$ cat src/hdl/status_pkg.sv
// Package with constants and types for the status LED and fault signalling block.
package status_pkg;

	// Blink timing: a blink rate of about one hertz at the 125 MHz system clock.
	localparam int CLK_HZ = 125000000;
	localparam int BLINK_HZ = 1;
	localparam int BLINK_HALF_CYCLES = CLK_HZ / (2 * BLINK_HZ);

	// Low-power threshold in millivolts and the supply measurement width.
	localparam int VOLT_W = 16;
	localparam logic [15:0] LOW_POWER_MV = 16'h2AF8;

	// Error source bit positions inside the error vector.
	localparam int ERR_W = 5;
	localparam int ERR_STEP_LOSS = 0;
	localparam int ERR_OVERTEMP = 1;
	localparam int ERR_LOW_POWER = 2;
	localparam int ERR_OVERCURRENT = 3;
	localparam int ERR_OTHER = 4;

	// Warning source bit positions inside the warning vector.
	localparam int WARN_W = 2;
	localparam int WARN_OVERLOAD = 0;
	localparam int WARN_OTHER = 1;

	// Interrupt status and mask bit positions.
	localparam int IRQ_W = 4;
	localparam int IRQ_ERROR = 0;
	localparam int IRQ_WARNING = 1;
	localparam int IRQ_ACK = 2;
	localparam int IRQ_UPDATE = 3;

	// Register offsets on the plain register port.
	localparam logic [3:0] REG_STATUS = 4'h0;
	localparam logic [3:0] REG_IRQ_STATUS = 4'h1;
	localparam logic [3:0] REG_IRQ_MASK = 4'h2;
	localparam logic [3:0] REG_CONTROL = 4'h3;
	localparam logic [3:0] REG_MASTER_PIN = 4'h4;
	localparam logic [3:0] REG_PIN_ENTRY = 4'h5;
	localparam logic [3:0] REG_COMMAND = 4'h6;

	// Control register field positions.
	localparam int CTL_AUTO = 0;
	localparam int CTL_ACCESS_EN = 1;

	// Command register field positions (write one to trigger).
	localparam int CMD_FLASH = 0;
	localparam int CMD_DONE_OK = 1;
	localparam int CMD_TOOL_ACK = 2;

	// Reset values.
	localparam logic [15:0] CONTROL_RESET = 16'h0000;
	localparam logic [15:0] MASTER_PIN_RESET = 16'h0000;
	localparam logic [IRQ_W-1:0] IRQ_MASK_RESET = 4'h0;

	// LED colour pins are red and green; orange lights both.
	typedef enum logic [4:0] {
		PAT_GREEN = 5'b00001,
		PAT_ORANGE = 5'b00010,
		PAT_RED = 5'b00100,
		PAT_ALT = 5'b01000,
		PAT_OFF = 5'b10000
	} pattern_t;

	// Firmware update sequence states.
	typedef enum logic [3:0] {
		UPD_IDLE = 4'b0001,
		UPD_RESTART = 4'b0010,
		UPD_LOAD = 4'b0100,
		UPD_REFRUN = 4'b1000
	} upd_state_t;

endpackage

$ cat src/hdl/blink_timer.sv
// Common blink timer that toggles a phase bit every half blink period.
module blink_timer #(
	parameter int HALF_CYCLES = status_pkg::BLINK_HALF_CYCLES
) (
	// Clock and reset.
	input wire logic clk,
	input wire logic reset_n,
	// Blink phase, high during the lit half of the period.
	output logic phase
);
	import status_pkg::*;

	localparam int CW = $clog2(HALF_CYCLES + 1);
	localparam logic [CW-1:0] LAST = CW'(HALF_CYCLES - 1);

	logic [CW-1:0] count;
	logic [CW-1:0] next_count;
	logic next_phase;

	// One shared period keeps every pattern in step, so the alternate pattern flips cleanly.
	always_comb begin
		next_count = count + CW'(1);
		next_phase = phase;
		if (count == LAST) begin
			next_count = '0;
			next_phase = ~phase;
		end
	end

	always_ff @(posedge clk) begin
		if (!reset_n) begin
			count <= '0;
			phase <= 1'b0;
		end else begin
			count <= next_count;
			phase <= next_phase;
		end
	end
endmodule

$ cat src/hdl/status_signal.sv
// Status LED, fault output, acknowledgement and firmware update sequencing for a stepper card.
module status_signal #(
	parameter int HALF_CYCLES = status_pkg::BLINK_HALF_CYCLES
) (
	// Clock and reset.
	input wire logic clk,
	input wire logic reset_n,
	// Operator buttons and master control.
	input wire logic btn_open,
	input wire logic btn_close,
	input wire logic ext_reset_in,
	// Condition sources from the motor control logic.
	input wire logic [status_pkg::ERR_W-1:0] err_event,
	input wire logic [status_pkg::WARN_W-1:0] warn_event,
	input wire logic critical_event,
	input wire logic [status_pkg::VOLT_W-1:0] supply_mv,
	input wire logic startup_done,
	input wire logic no_device_type,
	input wire logic device_changed,
	input wire logic refrun_needed,
	// Register port.
	input wire logic [3:0] reg_addr,
	input wire logic [15:0] reg_wdata,
	input wire logic reg_write,
	input wire logic reg_read,
	output logic [15:0] reg_rdata,
	// Indicators and outputs.
	output logic led_red,
	output logic led_green,
	output logic fault_out,
	output logic fault_led,
	output logic irq,
	output logic restart_req,
	output logic refrun_start
);
	import status_pkg::*;

	// Blink phase shared by every pattern.
	logic phase;
	// Latched conditions: pending errors and warnings, tool acknowledges, critical and start-up latches.
	logic [ERR_W-1:0] err_pend, next_err_pend;
	logic [ERR_W-1:0] tool_acked, next_tool_acked;
	logic [WARN_W-1:0] warn_pend, next_warn_pend;
	logic critical, next_critical;
	logic startup_low, next_startup_low;
	// Software-visible registers and the one-shot PIN grant.
	logic [15:0] control, next_control;
	logic [15:0] master_pin, next_master_pin;
	logic pin_ok, next_pin_ok;
	logic [IRQ_W-1:0] irq_status, next_irq_status;
	logic [IRQ_W-1:0] irq_mask, next_irq_mask;
	logic [IRQ_W-1:0] irq_set;
	logic [IRQ_W-1:0] irq_clr;
	logic [15:0] rdata, next_rdata;
	// Update sequencer state.
	upd_state_t upd, next_upd;
	// Output flip-flops and their next values.
	logic red_q, green_q, next_red, next_green;
	logic fault_q, next_fault;
	logic restart_q, refrun_q;

	// Decoded conditions, recomputed every cycle.
	logic low_power; // Supply under the threshold this cycle.
	logic ack; // Any acknowledge source that clears errors.
	logic auto_mode; // Automatic mode from the control register.
	logic wr_cmd; // Write strobe aimed at the command register.
	logic flash_go; // Accepted flash command.
	logic err_any; // An error that still shows red.
	logic warn_any; // A pending warning.
	logic orange; // Any cause of the orange pattern.
	logic [ERR_W-1:0] err_now; // Error events of this cycle, low supply included.
	// Pattern chosen by the priority chain.
	pattern_t pat;

	// Write-one-to-clear helper; the set term wins over a clear in the same cycle.
	function automatic logic [IRQ_W-1:0] w1c(input logic [IRQ_W-1:0] cur, input logic [IRQ_W-1:0] clr,
			input logic [IRQ_W-1:0] set);
		return (cur & ~clr) | set;
	endfunction

	// One timer for all patterns; separate timers would let the colours drift apart.
	blink_timer #(.HALF_CYCLES(HALF_CYCLES)) u_blink (
		.clk(clk),
		.reset_n(reset_n),
		.phase(phase)
	);

	// Condition decode and acknowledge sources.
	always_comb begin
		// Compared every cycle; a supply hovering at the threshold only re-sets the pending error.
		low_power = supply_mv < LOW_POWER_MV;
		auto_mode = control[CTL_AUTO];
		// The button pair clears errors in either mode; warnings decide separately below.
		ack = (btn_open && btn_close) || ext_reset_in;
		wr_cmd = reg_write && (reg_addr == REG_COMMAND);
		err_now = err_event;
		err_now[ERR_LOW_POWER] = err_event[ERR_LOW_POWER] | low_power;
		err_any = |(err_pend & ~tool_acked);
		warn_any = |warn_pend;
		// tool-acknowledged heat or current faults fall back to orange.
		orange = warn_any || no_device_type || device_changed || refrun_needed || |tool_acked;
		flash_go = wr_cmd && reg_wdata[CMD_FLASH] && (!control[CTL_ACCESS_EN] || pin_ok);
	end

	// Pending errors, warnings and the latched start-up and critical conditions.
	always_comb begin
		next_err_pend = err_pend;
		next_tool_acked = tool_acked;
		next_warn_pend = warn_pend;
		if (ack) begin
			next_err_pend = '0;
			next_tool_acked = '0;
		end
		// Warnings take the button pair only in manual mode, the reset input always.
		if (ext_reset_in || (btn_open && btn_close && !auto_mode)) begin
			next_warn_pend = '0;
		end
		// Only heat and current faults take the tool acknowledge; they stay pending for the fault output.
		// A same-cycle acknowledge has already cleared the error, so nothing is left to mark.
		if (wr_cmd && reg_wdata[CMD_TOOL_ACK]) begin
			next_tool_acked[ERR_OVERTEMP] |= next_err_pend[ERR_OVERTEMP];
			next_tool_acked[ERR_OVERCURRENT] |= next_err_pend[ERR_OVERCURRENT];
		end
		// New events are set last so they survive a same-cycle acknowledge.
		next_err_pend = next_err_pend | err_now;
		next_tool_acked = next_tool_acked & ~err_now;
		next_warn_pend = next_warn_pend | warn_event;
		// Critical faults ignore every acknowledge; only a power cycle, seen here as reset, clears them.
		next_critical = critical | critical_event;
		next_startup_low = startup_low;
		if (!startup_done && low_power) begin
			next_startup_low = 1'b1;
		end
	end

	// LED pattern priority and fault output.
	always_comb begin
		if (startup_low) begin
			pat = PAT_ALT;
		end else if (critical || err_any) begin
			pat = PAT_RED;
		end else if (orange) begin
			pat = PAT_ORANGE;
		end else begin
			pat = PAT_GREEN;
		end
		// The off pattern is kept for a lamp test and is never chosen by the priority chain.
		next_red = 1'b0;
		next_green = 1'b0;
		unique case (pat)
			PAT_GREEN: next_green = phase;
			PAT_ORANGE: begin
				next_red = phase;
				next_green = phase;
			end
			PAT_RED: next_red = phase;
			PAT_ALT: begin
				next_red = phase;
				next_green = ~phase;
			end
			PAT_OFF: ;
		endcase
		// Tool-acknowledged faults still drive the output, since the tool only changes the colour.
		next_fault = auto_mode && (critical || |err_pend);
	end

	// Firmware update sequence: restart, load, then reference run.
	always_comb begin
		// The restart state lasts one cycle; the load waits for software to report success.
		next_upd = upd;
		unique case (upd)
			UPD_IDLE: if (flash_go) next_upd = UPD_RESTART;
			UPD_RESTART: next_upd = UPD_LOAD;
			UPD_LOAD: if (wr_cmd && reg_wdata[CMD_DONE_OK]) next_upd = UPD_REFRUN;
			UPD_REFRUN: next_upd = UPD_IDLE;
		endcase
	end

	// Register writes, PIN check and interrupt bookkeeping.
	always_comb begin
		next_control = control;
		next_master_pin = master_pin;
		next_pin_ok = pin_ok;
		next_irq_mask = irq_mask;
		if (reg_write) begin
			unique case (reg_addr)
				REG_CONTROL: next_control = reg_wdata;
				REG_MASTER_PIN: next_master_pin = reg_wdata;
				REG_PIN_ENTRY: next_pin_ok = (reg_wdata == master_pin);
				REG_IRQ_MASK: next_irq_mask = reg_wdata[IRQ_W-1:0];
				default: ;
			endcase
		end
		// A PIN grants one update only.
		if (flash_go) begin
			next_pin_ok = 1'b0;
		end
		// Interrupt events, one per status bit.
		irq_set = '0;
		irq_set[IRQ_ERROR] = |err_now || critical_event;
		irq_set[IRQ_WARNING] = |warn_event;
		irq_set[IRQ_ACK] = ack;
		irq_set[IRQ_UPDATE] = upd == UPD_REFRUN;
		irq_clr = '0;
		if (reg_write && reg_addr == REG_IRQ_STATUS) begin
			irq_clr = reg_wdata[IRQ_W-1:0];
		end
		next_irq_status = w1c(irq_status, irq_clr, irq_set);
		// The master PIN is write-only, so it never appears on the read port.
		next_rdata = 16'h0000;
		if (reg_read) begin
			unique case (reg_addr)
				// Only the heat-to-current span of the tool marks can ever be set, so three bits carry them.
				REG_STATUS: next_rdata = {4'h0, critical, startup_low, warn_pend, tool_acked[ERR_OVERCURRENT:ERR_OVERTEMP], err_pend};
				REG_IRQ_STATUS: next_rdata = {12'h000, irq_status};
				REG_IRQ_MASK: next_rdata = {12'h000, irq_mask};
				REG_CONTROL: next_rdata = control;
				REG_COMMAND: next_rdata = {12'h000, upd};
				default: next_rdata = 16'h0000;
			endcase
		end
	end

	// State registers.
	always_ff @(posedge clk) begin
		if (!reset_n) begin
			err_pend <= '0;
			tool_acked <= '0;
			warn_pend <= '0;
			critical <= 1'b0;
			startup_low <= 1'b0;
			control <= CONTROL_RESET;
			master_pin <= MASTER_PIN_RESET;
			pin_ok <= 1'b0;
			irq_status <= '0;
			irq_mask <= IRQ_MASK_RESET;
			rdata <= 16'h0000;
			upd <= UPD_IDLE;
			red_q <= 1'b0;
			green_q <= 1'b0;
			fault_q <= 1'b0;
			restart_q <= 1'b0;
			refrun_q <= 1'b0;
		end else begin
			err_pend <= next_err_pend;
			tool_acked <= next_tool_acked;
			warn_pend <= next_warn_pend;
			critical <= next_critical;
			startup_low <= next_startup_low;
			control <= next_control;
			master_pin <= next_master_pin;
			pin_ok <= next_pin_ok;
			irq_status <= next_irq_status;
			irq_mask <= next_irq_mask;
			rdata <= next_rdata;
			upd <= next_upd;
			red_q <= next_red;
			green_q <= next_green;
			fault_q <= next_fault;
			restart_q <= (next_upd == UPD_RESTART);
			refrun_q <= (next_upd == UPD_REFRUN);
		end
	end

	// Outputs straight from flip-flops, apart from the masked interrupt.
	always_comb begin
		reg_rdata = rdata;
		led_red = red_q;
		led_green = green_q;
		fault_out = fault_q;
		fault_led = fault_q;
		// Combinational from flip-flops, so a mask write takes effect in the next cycle.
		irq = |(irq_status & irq_mask);
		restart_req = restart_q;
		refrun_start = refrun_q;
	end
endmodule

$ cat config.mk
export PLATFORM = sky130hd
export DESIGN_NAME = status_signal
export DESIGN_NICKNAME = d
export VERILOG_FILES = /design/src/hdl/status_pkg.sv /design/src/hdl/blink_timer.sv /design/src/hdl/status_signal.sv
export SDC_FILE = /design/constraint.sdc
export NUM_CORES = 1
export LEC_CHECK = 0
export ABC_AREA = 1
export BUFFER_PORTS_ARGS = -buffer_cell sky130_fd_sc_hd__buf_4
export CAP_MARGIN = 40
export CORE_UTILIZATION = 35
export CTS_CLUSTER_DIAMETER = 50
export DETAILED_ROUTE_END_ITERATION = 12
export GPL_ROUTABILITY_DRIVEN = 1
export SETUP_SLACK_MARGIN = 0.5
export SLEW_MARGIN = 25
export SYNTH_ARGS = -nofsm -noshare
export SYNTH_HDL_FRONTEND = slang
export SYNTH_SLANG_ARGS = --single-unit
$ cat constraint.sdc
create_clock -name clk -period 3.45 [get_ports clk]
set_input_delay 0.5175 -clock clk [delete_from_list [all_inputs] [get_ports clk]]
set_output_delay 0.5175 -clock clk [all_outputs]
set_load 0.005 [all_outputs]
* After elaboration in Yosys (flattened, before gate mapping)
Cells that the tools add are included.
Word-level totals: logic and storage cells 110, bits in registers 107, bits of input ports 55
Operators by class: muxes and demuxes 14, eq/ne operators 18, add/sub/neg operators 1, reduce and logical (&&, ||, !) cells 41, magnitude comparators 1, bitwise operators 16
Operators with widths (number):
- $pmux 16 s5 | 1
- $add 26x1->26 const B | 1
- $eq 26x26->1 const B | 1
- $reduce_or 5->1 | 4
- $eq 16x16->1 | 1
- $eq 4x2->1 const B | 4
- $eq 4x3->1 const B | 4
- $lt 16x14->1 const B | 1
- $mux 4 | 4
- $pmux 4 s4 | 1
- $reduce_and 2->1 | 6
- $and 5x5->5 | 2
- $logic_and 1x1->1 | 10
- $logic_or 1x1->1 | 10
- $mux 5 | 2
- $not 5->5 | 2
- $reduce_or 2->1 | 5
- $and 4x4->4 | 2
- $eq 4x1->1 const B | 2
- $eq 4x4->1 const B | 2
- $eq 5x1->1 const B | 1
- $eq 5x2->1 const B | 1
- $eq 5x3->1 const B | 1
- $eq 5x4->1 const B | 1
- 14 further kinds | 22

* Depth between registers and ports, before layout
Gate-level depths: netlist of run 1.
depth in word-level cells 11, gate-level depth with buffers 9

* Modules after synthesis
A second synthesis of run 1 with hierarchy kept.
Second synthesis, totals: cells, all modules 712, area, all modules 4911.0 um2
Modules (own cells, without submodules):
- status_signal | sequential area each 1601.5 um2, area an instance 3358.2 um2, cells each 457, times used 1
- blink_timer | sequential area each 540.5 um2, area an instance 1552.7 um2, cells each 255, times used 1

* Least setup slack after synthesis of run 1
Ideal clock, no wire load.
path type register to register, start reg u_blink.count[0], end reg u_blink.count[0], library setup time 0.119 ns, clock period less this slack 1.488 ns, required time 3.331 ns, buffers on the path 1, path slack 1.962 ns, data arrival time 1.369 ns, stages on the path, launching flop included 10, cells stage by stage dfxtp_1 > ha_1 > nand3_2 > inv_2 > nand2_1 > nor2_2 > nand2_2 > nand2_4 > buf_6 > nor2_1
On the way: word-level cells in the longest chain between the ends 2, elaborated cells between the ends (all ways) 3, those cells by class add/sub (1); eq/ne (1); reduce/logical (1)
Ends and longest elaborated chain:
- from (decl) | line blink_timer.sv:16 | logic [CW-1:0] count;
- from (signal assigned) | line blink_timer.sv:35 | count <= next_count;
- parallel branches: the longest is 2 deep, another holds $add 26x1->26
Parallel ways; which one is timed is not known. A chain may end at the register's enable or synchronous reset.

* Worst setup path in the final report of run 1
start in reg_addr[3], end reg control[13]
On the way: word-level cells in the longest chain between the ends 2
Ends and longest elaborated chain:
- from (decl) | line status_signal.sv:22 | input wire logic [3:0] reg_addr,
- $eq 4x2->1 | line status_signal.sv:186 | unique case (reg_addr)
- $reduce_and 2->1 (no line)
- to (signal assigned) | line status_signal.sv:250 | control <= next_control;
- to (decl) | line status_signal.sv:47 | logic [15:0] control, next_control;
No other way between the ends.

==> results of run 1 <==
placed cells by master, fill, tap and decap left out, types with 8 or more instances in the layout:
cell / n
sky130_fd_sc_hd__a21oi_1: 74
sky130_fd_sc_hd__buf_4: 77
sky130_fd_sc_hd__clkbuf_16: 9
sky130_fd_sc_hd__dfxtp_1: 107
sky130_fd_sc_hd__inv_1: 86
sky130_fd_sc_hd__nand2_1: 207
sky130_fd_sc_hd__nand3_1: 32
sky130_fd_sc_hd__nand3b_1: 8
sky130_fd_sc_hd__nor2_1: 94
sky130_fd_sc_hd__nor3_1: 9
sky130_fd_sc_hd__o21ai_0: 41
flip-flops by register name, summed over array words and instances (netlist names), 2 cells and up:
| signal | flops |
|---|---|
| warn_pend | 2 |
| upd | 4 |
| control | 16 |
| master_pin | 16 |
| u_blink.count | 26 |
| err_pend | 5 |
| irq_status | 4 |
| irq_mask | 4 |
| tool_acked | 5 |
| reg_rdata | 16 |
cells in the mapped netlist:
cell	count
sky130_fd_sc_hd__nand2_2	2
sky130_fd_sc_hd__buf_6	2
sky130_fd_sc_hd__a21boi_0	1
sky130_fd_sc_hd__o22ai_1	2
sky130_fd_sc_hd__ha_1	1
sky130_fd_sc_hd__nand3_2	2
sky130_fd_sc_hd__nand2_1	207
sky130_fd_sc_hd__buf_2	8
sky130_fd_sc_hd__xnor2_1	7
sky130_fd_sc_hd__dfxtp_1	107
sky130_fd_sc_hd__o21a_1	2
sky130_fd_sc_hd__inv_2	1
sky130_fd_sc_hd__nor4_1	3
sky130_fd_sc_hd__buf_4	2
sky130_fd_sc_hd__inv_1	86
sky130_fd_sc_hd__o21ai_0	41
sky130_fd_sc_hd__nand3_1	32
sky130_fd_sc_hd__clkbuf_8	1
sky130_fd_sc_hd__clkbuf_1	7
sky130_fd_sc_hd__clkinv_1	1
sky130_fd_sc_hd__nor2_4	2
sky130_fd_sc_hd__nand2_4	1
sky130_fd_sc_hd__nor2_2	7
sky130_fd_sc_hd__nand3b_1	8
sky130_fd_sc_hd__nand4_1	4
sky130_fd_sc_hd__o211ai_1	1
sky130_fd_sc_hd__a21oi_2	1
sky130_fd_sc_hd__xor2_1	6
sky130_fd_sc_hd__a21oi_1	74
sky130_fd_sc_hd__a31oi_1	2
sky130_fd_sc_hd__nor3_1	9
sky130_fd_sc_hd__nor2_1	94
sky130_fd_sc_hd__a211oi_1	1
how the worst max path moves through the flow:
stage	end	slack, ns	cells past startpoint
floorplan	u_blink.count[0]	1.96	9
global placement	control[0]	1.28	8
detailed placement	control[12]	1.26	8
CTS	u_blink.count[23]	1.63	8
global route	control[0]	1.37	8
finish	control[13]	1.63	8
power by group:
part | switching (uW) | total [uW] | internal, uW
sequential | 16.3 | 1270 | 1260
combinational | 108 | 184 | 76.4
clock | 475 | 1060 | 587
total | 599 | 2520 | 1920
cell families (layout without fill, tap and decap cells):
logic type / count (synthesis) / after routing / synth area share
XOR/XNOR: 13 / 13 / 0.0232
AND/OR/NAND/NOR: 371 / 371 / 0.315
flip-flops: 107 / 107 / 0.436
AO/OA/AOI/OAI: 125 / 125 / 0.132
buffers and inverters: 108 / 181 / 0.0912
adder cells (fa/ha/maj): 1 / 1 / 0.00255
layer usage:
metal	global-route usage	part of all wire	vias up	wire length, microns
li1	-	-	2426	-
met1	0.233	0.47	2025	5810
met2	0.296	0.48	87	5880
met3	0.0486	0.045	11	551
met4	0.0509	0.0098	0	121
met5	0	0	-	0
stage by stage:
stage	hold slack (ns)	power [uW]	utilization	cells	instance area, sq um
global placement	0.445	1480	0.416	958	5590
floorplan	0.424	1400	-	725	4910
finish	0.348	2520	0.438	974	5900
CTS	0.337	2550	0.438	974	5900
global route	0.341	2610	0.438	974	5900
detailed placement	0.451	1490	0.416	958	5590
layout make-up:
class / count / area [sq um] / share of cell area
clock buffer: 11 / 243 / 0.0412
timing repair buffer: 77 / 578 / 0.0980
multi-input combinational: 510 / 2320 / 0.394
inverter: 88 / 330 / 0.0560
sequential: 107 / 2140 / 0.363
tap: 176 / 220 / 0.0374
clock inverter: 5 / 60.1 / 0.0102
critical path, delay by kind of cell:
family | cells | cell delay, ns
AO/OA/AOI/OAI | 2 | 0.37
buffers and inverters | 3 | 0.47
AND/OR/NAND/NOR | 3 | 0.68
==> results.txt, run 1 <==
- Antenna diode count: 0
- Most area-consuming cells after synthesis: sky130_fd_sc_hd__dfxtp_1, sky130_fd_sc_hd__nand2_1, sky130_fd_sc_hd__a21oi_1
- After floorplanning, the core was sized to cover 13500 sq um.
- Measured slew at the worst slew-check pin: 0.777 ns
- Hold repair after CTS inserted 0 buffers.
- Antenna violations before repair: 0
- Max Cap Violations: 0
* Setup crit end kind: flip-flop
- Cell area after synthesis: 4910 sq um
* Buffer depth of the longest clock path: 2
* Result of the run: completed
- Net count of the mapped netlist: 781
* Top achievable clock speed: 550 MHz
- For this run, the post-layout net count is ~850.
* Min-Delay Path Depth: 2
- In this run the worst hold path is classified as primary input to flip-flop.
- Setup crit start: reg_addr[3]
* Launch instance of the worst register-to-register path: u_blink.count[0]
* Slack of the critical path: 1.63 ns
* Critical register-to-register path endpoint: u_blink.count[15]
- The worst register-to-register path has a setup slack of 1.67 ns.
* Final worst path period share: 0.527
- Final critical delay including setup and external delays: between 1.5 and 2 ns
- For this run, design rule violations remaining after detail routing come to 0.
- Area leader, netlist: sky130_fd_sc_hd__dfxtp_1
* Drt initial violations: 287
- Summed over all failing endpoints, the final setup total negative slack is 0 ns.
* Maximum number of pins on one net before global-route repair: 38
- The clock net in this run drives a total of around 110 sinks.
- Buffers inserted by post-CTS timing repair: 0
- Per-cell routed wire length: 12.7 microns
- Critical setup path kind: primary input to flip-flop
* Setup violation total in the final timing report: 0
- The average instance in the mapped netlist occupies 6.78 sq um.
- Final setup skew: 0.00729 ns
- Pwr per Cell Area: 427 nW/um^2
- The worst hold path terminates at tool_acked[0].
* Largest fanout on the critical path: 27
- The number of cells on the worst reg-to-reg path is 8.
* Number of different library cells in the post-synthesis netlist: 33
- Global Route Usage Sum: 0.181
- Share of the synthesized area in the top cell type: 0.436
- The die is 120 microns tall.
- After legalization and detailed placement, the total HPWL measured 9.21 mm.
- Arrival @ worst endpoint: 2.05 ns
- Number of hold-slack violations in the final timing report: 0
* First-pass GRT wire length: 20.3 mm
* Synthesized flop and latch total: 107
- Worst-path cell chain: buf_4, inv_1, nand2_1, nor2_4, buf_4, nand2_1, o21ai_0, a21oi_1
- The count of pins over their slew limit came to 0.
- In this run the tightest slew margin relative to its limit is 0.480.
- Via count of the first global-routing pass: 4202
- For the worst-skew pair, the clock arrives at the later sink with an insertion delay of 0.36 ns.
- Required time worst endpoint: 3.68 ns
- The detail route stage leaves a number of antenna-violating nets equal to 0.
- During I/O placement, the number of pins put on the boundary was 78.
- Timing analysis after detailed placement gives a worst setup slack of around 1.3 ns.
* Yosys warning total: 0
* Clock input transition at the sequential cells of the worst setup and hold paths: 0.07 ns
- TritonCTS built the clock tree.
- Avg Vias per Cell: 4.67
- Measured along the x axis, the die boundary spans between 100 and 150 microns.
- Max H-tree Level: 3
- WL final: 12.4 mm
* Iteration count of the initial detailed-routing pass: 5
- The count of buffers added on input and output ports is 74.
* Setup repair after global routing missed its margin: no
* Share of layout cells above drive strength 1: 0.135
- Placement row count: 42
* Buffer type at the clock tree root: sky130_fd_sc_hd__clkbuf_16
- Clock buffers created by TritonCTS: 9
- Post-CTS repair changed the size of 0 cells.
- Largest stage delay on the critical path: 0.43 ns
- Fillcell total: 1458
- Gate count after technology mapping: 725
- Total vias in the final route: roughly 4500
* Global route overflow: 0
- Starting utilization of the core area: 0.365
- The die covers 14500 sq um.
- Final estimated routing congestion in global placement: 0.840
- The share of the Yosys chip area taken by registers is 0.436.
* Beginning of the worst hold path: err_event[0]
* Static leakage: 0.00232 uW
* Kind of start point of the critical path: primary input
- IR analysis of the VDD net gives a maximum drop of 305 uV.
- Area growth syn-to-layout: 20.0%
* Max stage delay cell, worst path: sky130_fd_sc_hd__nand2_1
(Power assumes the default switching activity.)
==> run 2: changes to the inputs <==
- ABC_AREA: 1 -> 0
- clock period: 3.45 -> 1.5 ns (I/O delays scaled with it)
==> results.txt, run 2 <==
- Overall die area: 13900 sq um
- Switching share of total power: 0.251
- Commonest cells after routing, fill and taps aside: sky130_fd_sc_hd__buf_4, sky130_fd_sc_hd__dfxtp_1, sky130_fd_sc_hd__nor2_1
* Clock buffers created by TritonCTS: 9
- Summing all multi-input logic gate instances after layout gives 3020 sq um.
* Kind of start point of the critical path: flip-flop
- In the finished design, the share of the clock period the worst path needs comes to 1.11.
- The slowest stage of the critical path is the sky130_fd_sc_hd__or4_4 cell.
* Sequential-to-total area share from yosys stat: 0.456
- Share of the synthesized area in the top cell type: 0.456
- Share of layout cells above drive strength 1: 0.535
- Avg Vias per Cell: 5.32
- Including well taps, the total number of placed cells is approximately 820.
- The congestion estimate from routability-driven global placement came to 0.859.
- Number of different library cells in the post-synthesis netlist: 60
- The area growth from synthesis to layout is 59.3%.
* Most area-consuming cells after synthesis: sky130_fd_sc_hd__dfxtp_1, sky130_fd_sc_hd__a21oi_1, sky130_fd_sc_hd__xor2_1
* Number of buffers inserted by port buffering: 74
* Sequential Power Share: 0.508
- Most common library cells after synthesis: sky130_fd_sc_hd__dfxtp_1, sky130_fd_sc_hd__nand2_1, sky130_fd_sc_hd__nor2_1
- In this run the standard cell core region covers between 10000 and 15000 sq um.
- In the routed design, unresolved DRC markers number 0.
- Async SR Flop Fraction: 0
- The count of nets left with antenna violations once routing finished came out at 0.
* Final Core Density: 0.582
* Layout net count: 759
* Hold Path Class: primary input to flip-flop
- The first detailed-routing pass took 4 iterations.
- Antenna violations before repair: 0
- Number of standard cells in the final layout excluding fillers: 879
- PnR Total Power: 5760 uW
* Max VDD drop: 627 uV
* Placement row count: 41
- When the netlist entered floorplanning its net count stood at 589.
* Max-slew headroom: 0.748
* Total vias in the final route: roughly 4700
- Summing all placed instances gives a cell area of 6060 sq um.
- The synthesized design contains 0 enable-type register cells.
* Maximum number of pins on one net before global-route repair: 28
- Pin placement for this block handled 78 I/O pins.
- Launch instance of the worst register-to-register path: u_blink.count[1]
- By instance count, the leading cell after synthesis is sky130_fd_sc_hd__dfxtp_1.
* Total Negative Setup Slacks: -3.50 ns
* Number of hold-slack violations in the final timing report: 0
- Vertical die dimension: 118 microns
* Global route overflow: 0
* Insertion delay of the later-clocked pin in the worst-skew pair: 0.36 ns
- Placed wire-length estimate: between 9 and 10 mm
- First-pass GRT wire length: 23.1 mm
- Critical setup path kind: flip-flop to flip-flop
- At the pin with the least slew margin, the transition time is 0.375 ns.
- WL final: about 14 mm
- Setup violation total in the final timing report: 25
* Global Route Usage Sum: 0.208
- Clk sinks: 107
- Result of the run: complete, but fails checks
* Depth of the worst register-to-register path: 6
* Static leakage: 0.00284 uW
- Fillcell total: 1081
- After detailed routing, the average wire length per cell comes to 16.5 microns.
* Starting utilization of the core area: 0.365
- The worst register-to-register path ends at u_blink.count[17].
* Arrival @ worst endpoint: 1.90 ns
- Across the run, the number of max-cap violations was 0.
- The mapped netlist covers 4700 sq um.
- Horizontal die dimension: 118 microns
* Area taken by flip-flops and latches: ~2200 sq um
- For this run, the leading register cell type out of synthesis is sky130_fd_sc_hd__dfxtp_1.
- Gate count after technology mapping: between 500 and 600
- The longest clock path from root to sink contains 2 buffers.
- During synthesis, Yosys emitted a total of 0 warnings.
- For this design the ratio of total power to cell area is 769 nW/um^2.
- The largest total area in the synthesized netlist belongs to sky130_fd_sc_hd__dfxtp_1.
* Max Slew Vio Count: 0
* Design Area, Final: 7490 sq um
- The number of antenna diodes in the final layout is 0.
- Cell internal pwr: 4310 uW
- Required time worst endpoint: 1.74 ns
- Final critical delay including setup and external delays: 1.66 ns
- Violations in the final reports: negative setup slack
- Derived from the worst setup path, the maximum achievable clock frequency is 603 MHz.
- Setup repair after global routing missed its margin: yes
* Buffer type at the clock tree root: sky130_fd_sc_hd__clkbuf_16
- The worst hold path terminates at tool_acked[0].
- Number of flip-flops under the largest register name: 26
- In this run, synthesis produced a sequential element count of 107.
* Min-Delay Path Depth: 2
* Largest register by flop count: u_blink.count
- Max H-tree Level: 3
- Reported net switching power: about 1400 uW
* Most common cell after layout, fill and taps aside: sky130_fd_sc_hd__buf_4
* Slack of the critical path: -0.160 ns
* Final setup skew: about 0.0085 ns
- Largest fanout on the critical path: 11
* Post-synthesis area per instance: 8.82 sq um
- Via count of the first global-routing pass: 4659
* Worst-path cell chain: ha_4, nand4_4, or4_4, o21ai_2, buf_4, a21oi_1
* Combinational Power Share: 0.107
* Drt initial violations: 336
- Minimum setup slack among reg-to-reg paths: -0.16 ns
- Beginning of the worst hold path: err_event[0]
- The share of total power dissipated in the clock network is 0.384.
- TritonCTS built the clock tree.
- Setup crit end kind: flip-flop
- Clock input transition at the sequential cells of the worst setup and hold paths: about 0.07 ns
- Largest stage delay on the critical path: 0.46 ns
## run 2: cell types whose count changed in the layout (fill, tap and decap cells not counted), sizes merged, moves of 17 or more
cell   previous run  this run
mux2i             0        17
buf              77       190
a21oi            75        44
xor2              6        24
inv              89        10
nand2           210        55
a22oi             0        19
nor2            103        52
o21ai            41        12
## run 2: power groups by stage
stage,sequential (uW),combinational (uW),clock (uW)
after floorplan,2980,247,0
after global placement,3000,450,0
after detailed placement,3000,459,0
after CTS,2920,554,2270
after global routing,2930,661,2370
final,2930,617,2210
## run 2: layout make-up
type,count,share of cell area
Sequential cell,107,0.296
Clock buffer,10,0.0306
Timing Repair Buffer,190,0.231
Inverter,9,0.00451
Tap cell,172,0.0287
Clock inverter,5,0.00518
Multi-Input combinational cell,386,0.404
## run 2: layer usage
| layer | GRT usage | wire length, microns | up-vias |
|---|---|---|---|
| met5 | 0 | 0 | - |
| met4 | 0.0962 | 499 | 0 |
| met3 | 0.0572 | 736 | 40 |
| met2 | 0.354 | 7380 | 120 |
| met1 | 0.241 | 5880 | 2248 |
| li1 | - | - | 2266 |
## run 2: what timing repair did
action | CTS | global route
hold endpoints to repair | 0 | 0
setup endpoints to repair | 107 | 116
pin swaps | 50 | 86
cloned | 3 | 2
buffers inserted | 27 | 9
gates resized for setup | 103 | 126
hold buffers | 0 | 0
## run 2: per-stage QoR
step | hold WS (ns) | setup slack [ns]
finish | 0.0148 | -0.160
global placement | 0.414 | -0.149
global route | 0.00814 | -0.234
detailed placement | 0.415 | -0.159
floorplan | 0.301 | -0.107
CTS | 0.00775 | -0.163
## run 2: logic make-up (layout without fill, tap and decap cells)
family	Yosys count	after routing	synth area share
mux	17	17	0.0362
buf+inv	41	214	0.0396
flops	107	107	0.456
fa+ha+maj	1	1	0.00266
xor+xnor	28	28	0.0522
compound gates	105	105	0.141
simple gates	234	235	0.273
## run 2: how the worst max path moves through the flow
stage,cells past startpoint,start,endpoint
final,6,u_blink.count[1],u_blink.count[17]
after global routing,6,u_blink.count[1],u_blink.count[8]
after CTS,5,u_blink.count[1],u_blink.phase
after detailed placement,5,u_blink.count[0],u_blink.count[18]
after global placement,5,u_blink.count[1],u_blink.phase
after floorplan,5,u_blink.count[1],u_blink.phase
## run 2: worst max-delay path: cells and delay by family, from the launching register on
family | cells | cell delay (ns)
fa+ha+maj | 1 | 0.17
simple gates | 2 | 0.57
buf+inv | 1 | 0.21
compound gates | 2 | 0.23
flops | 1 | 0.36
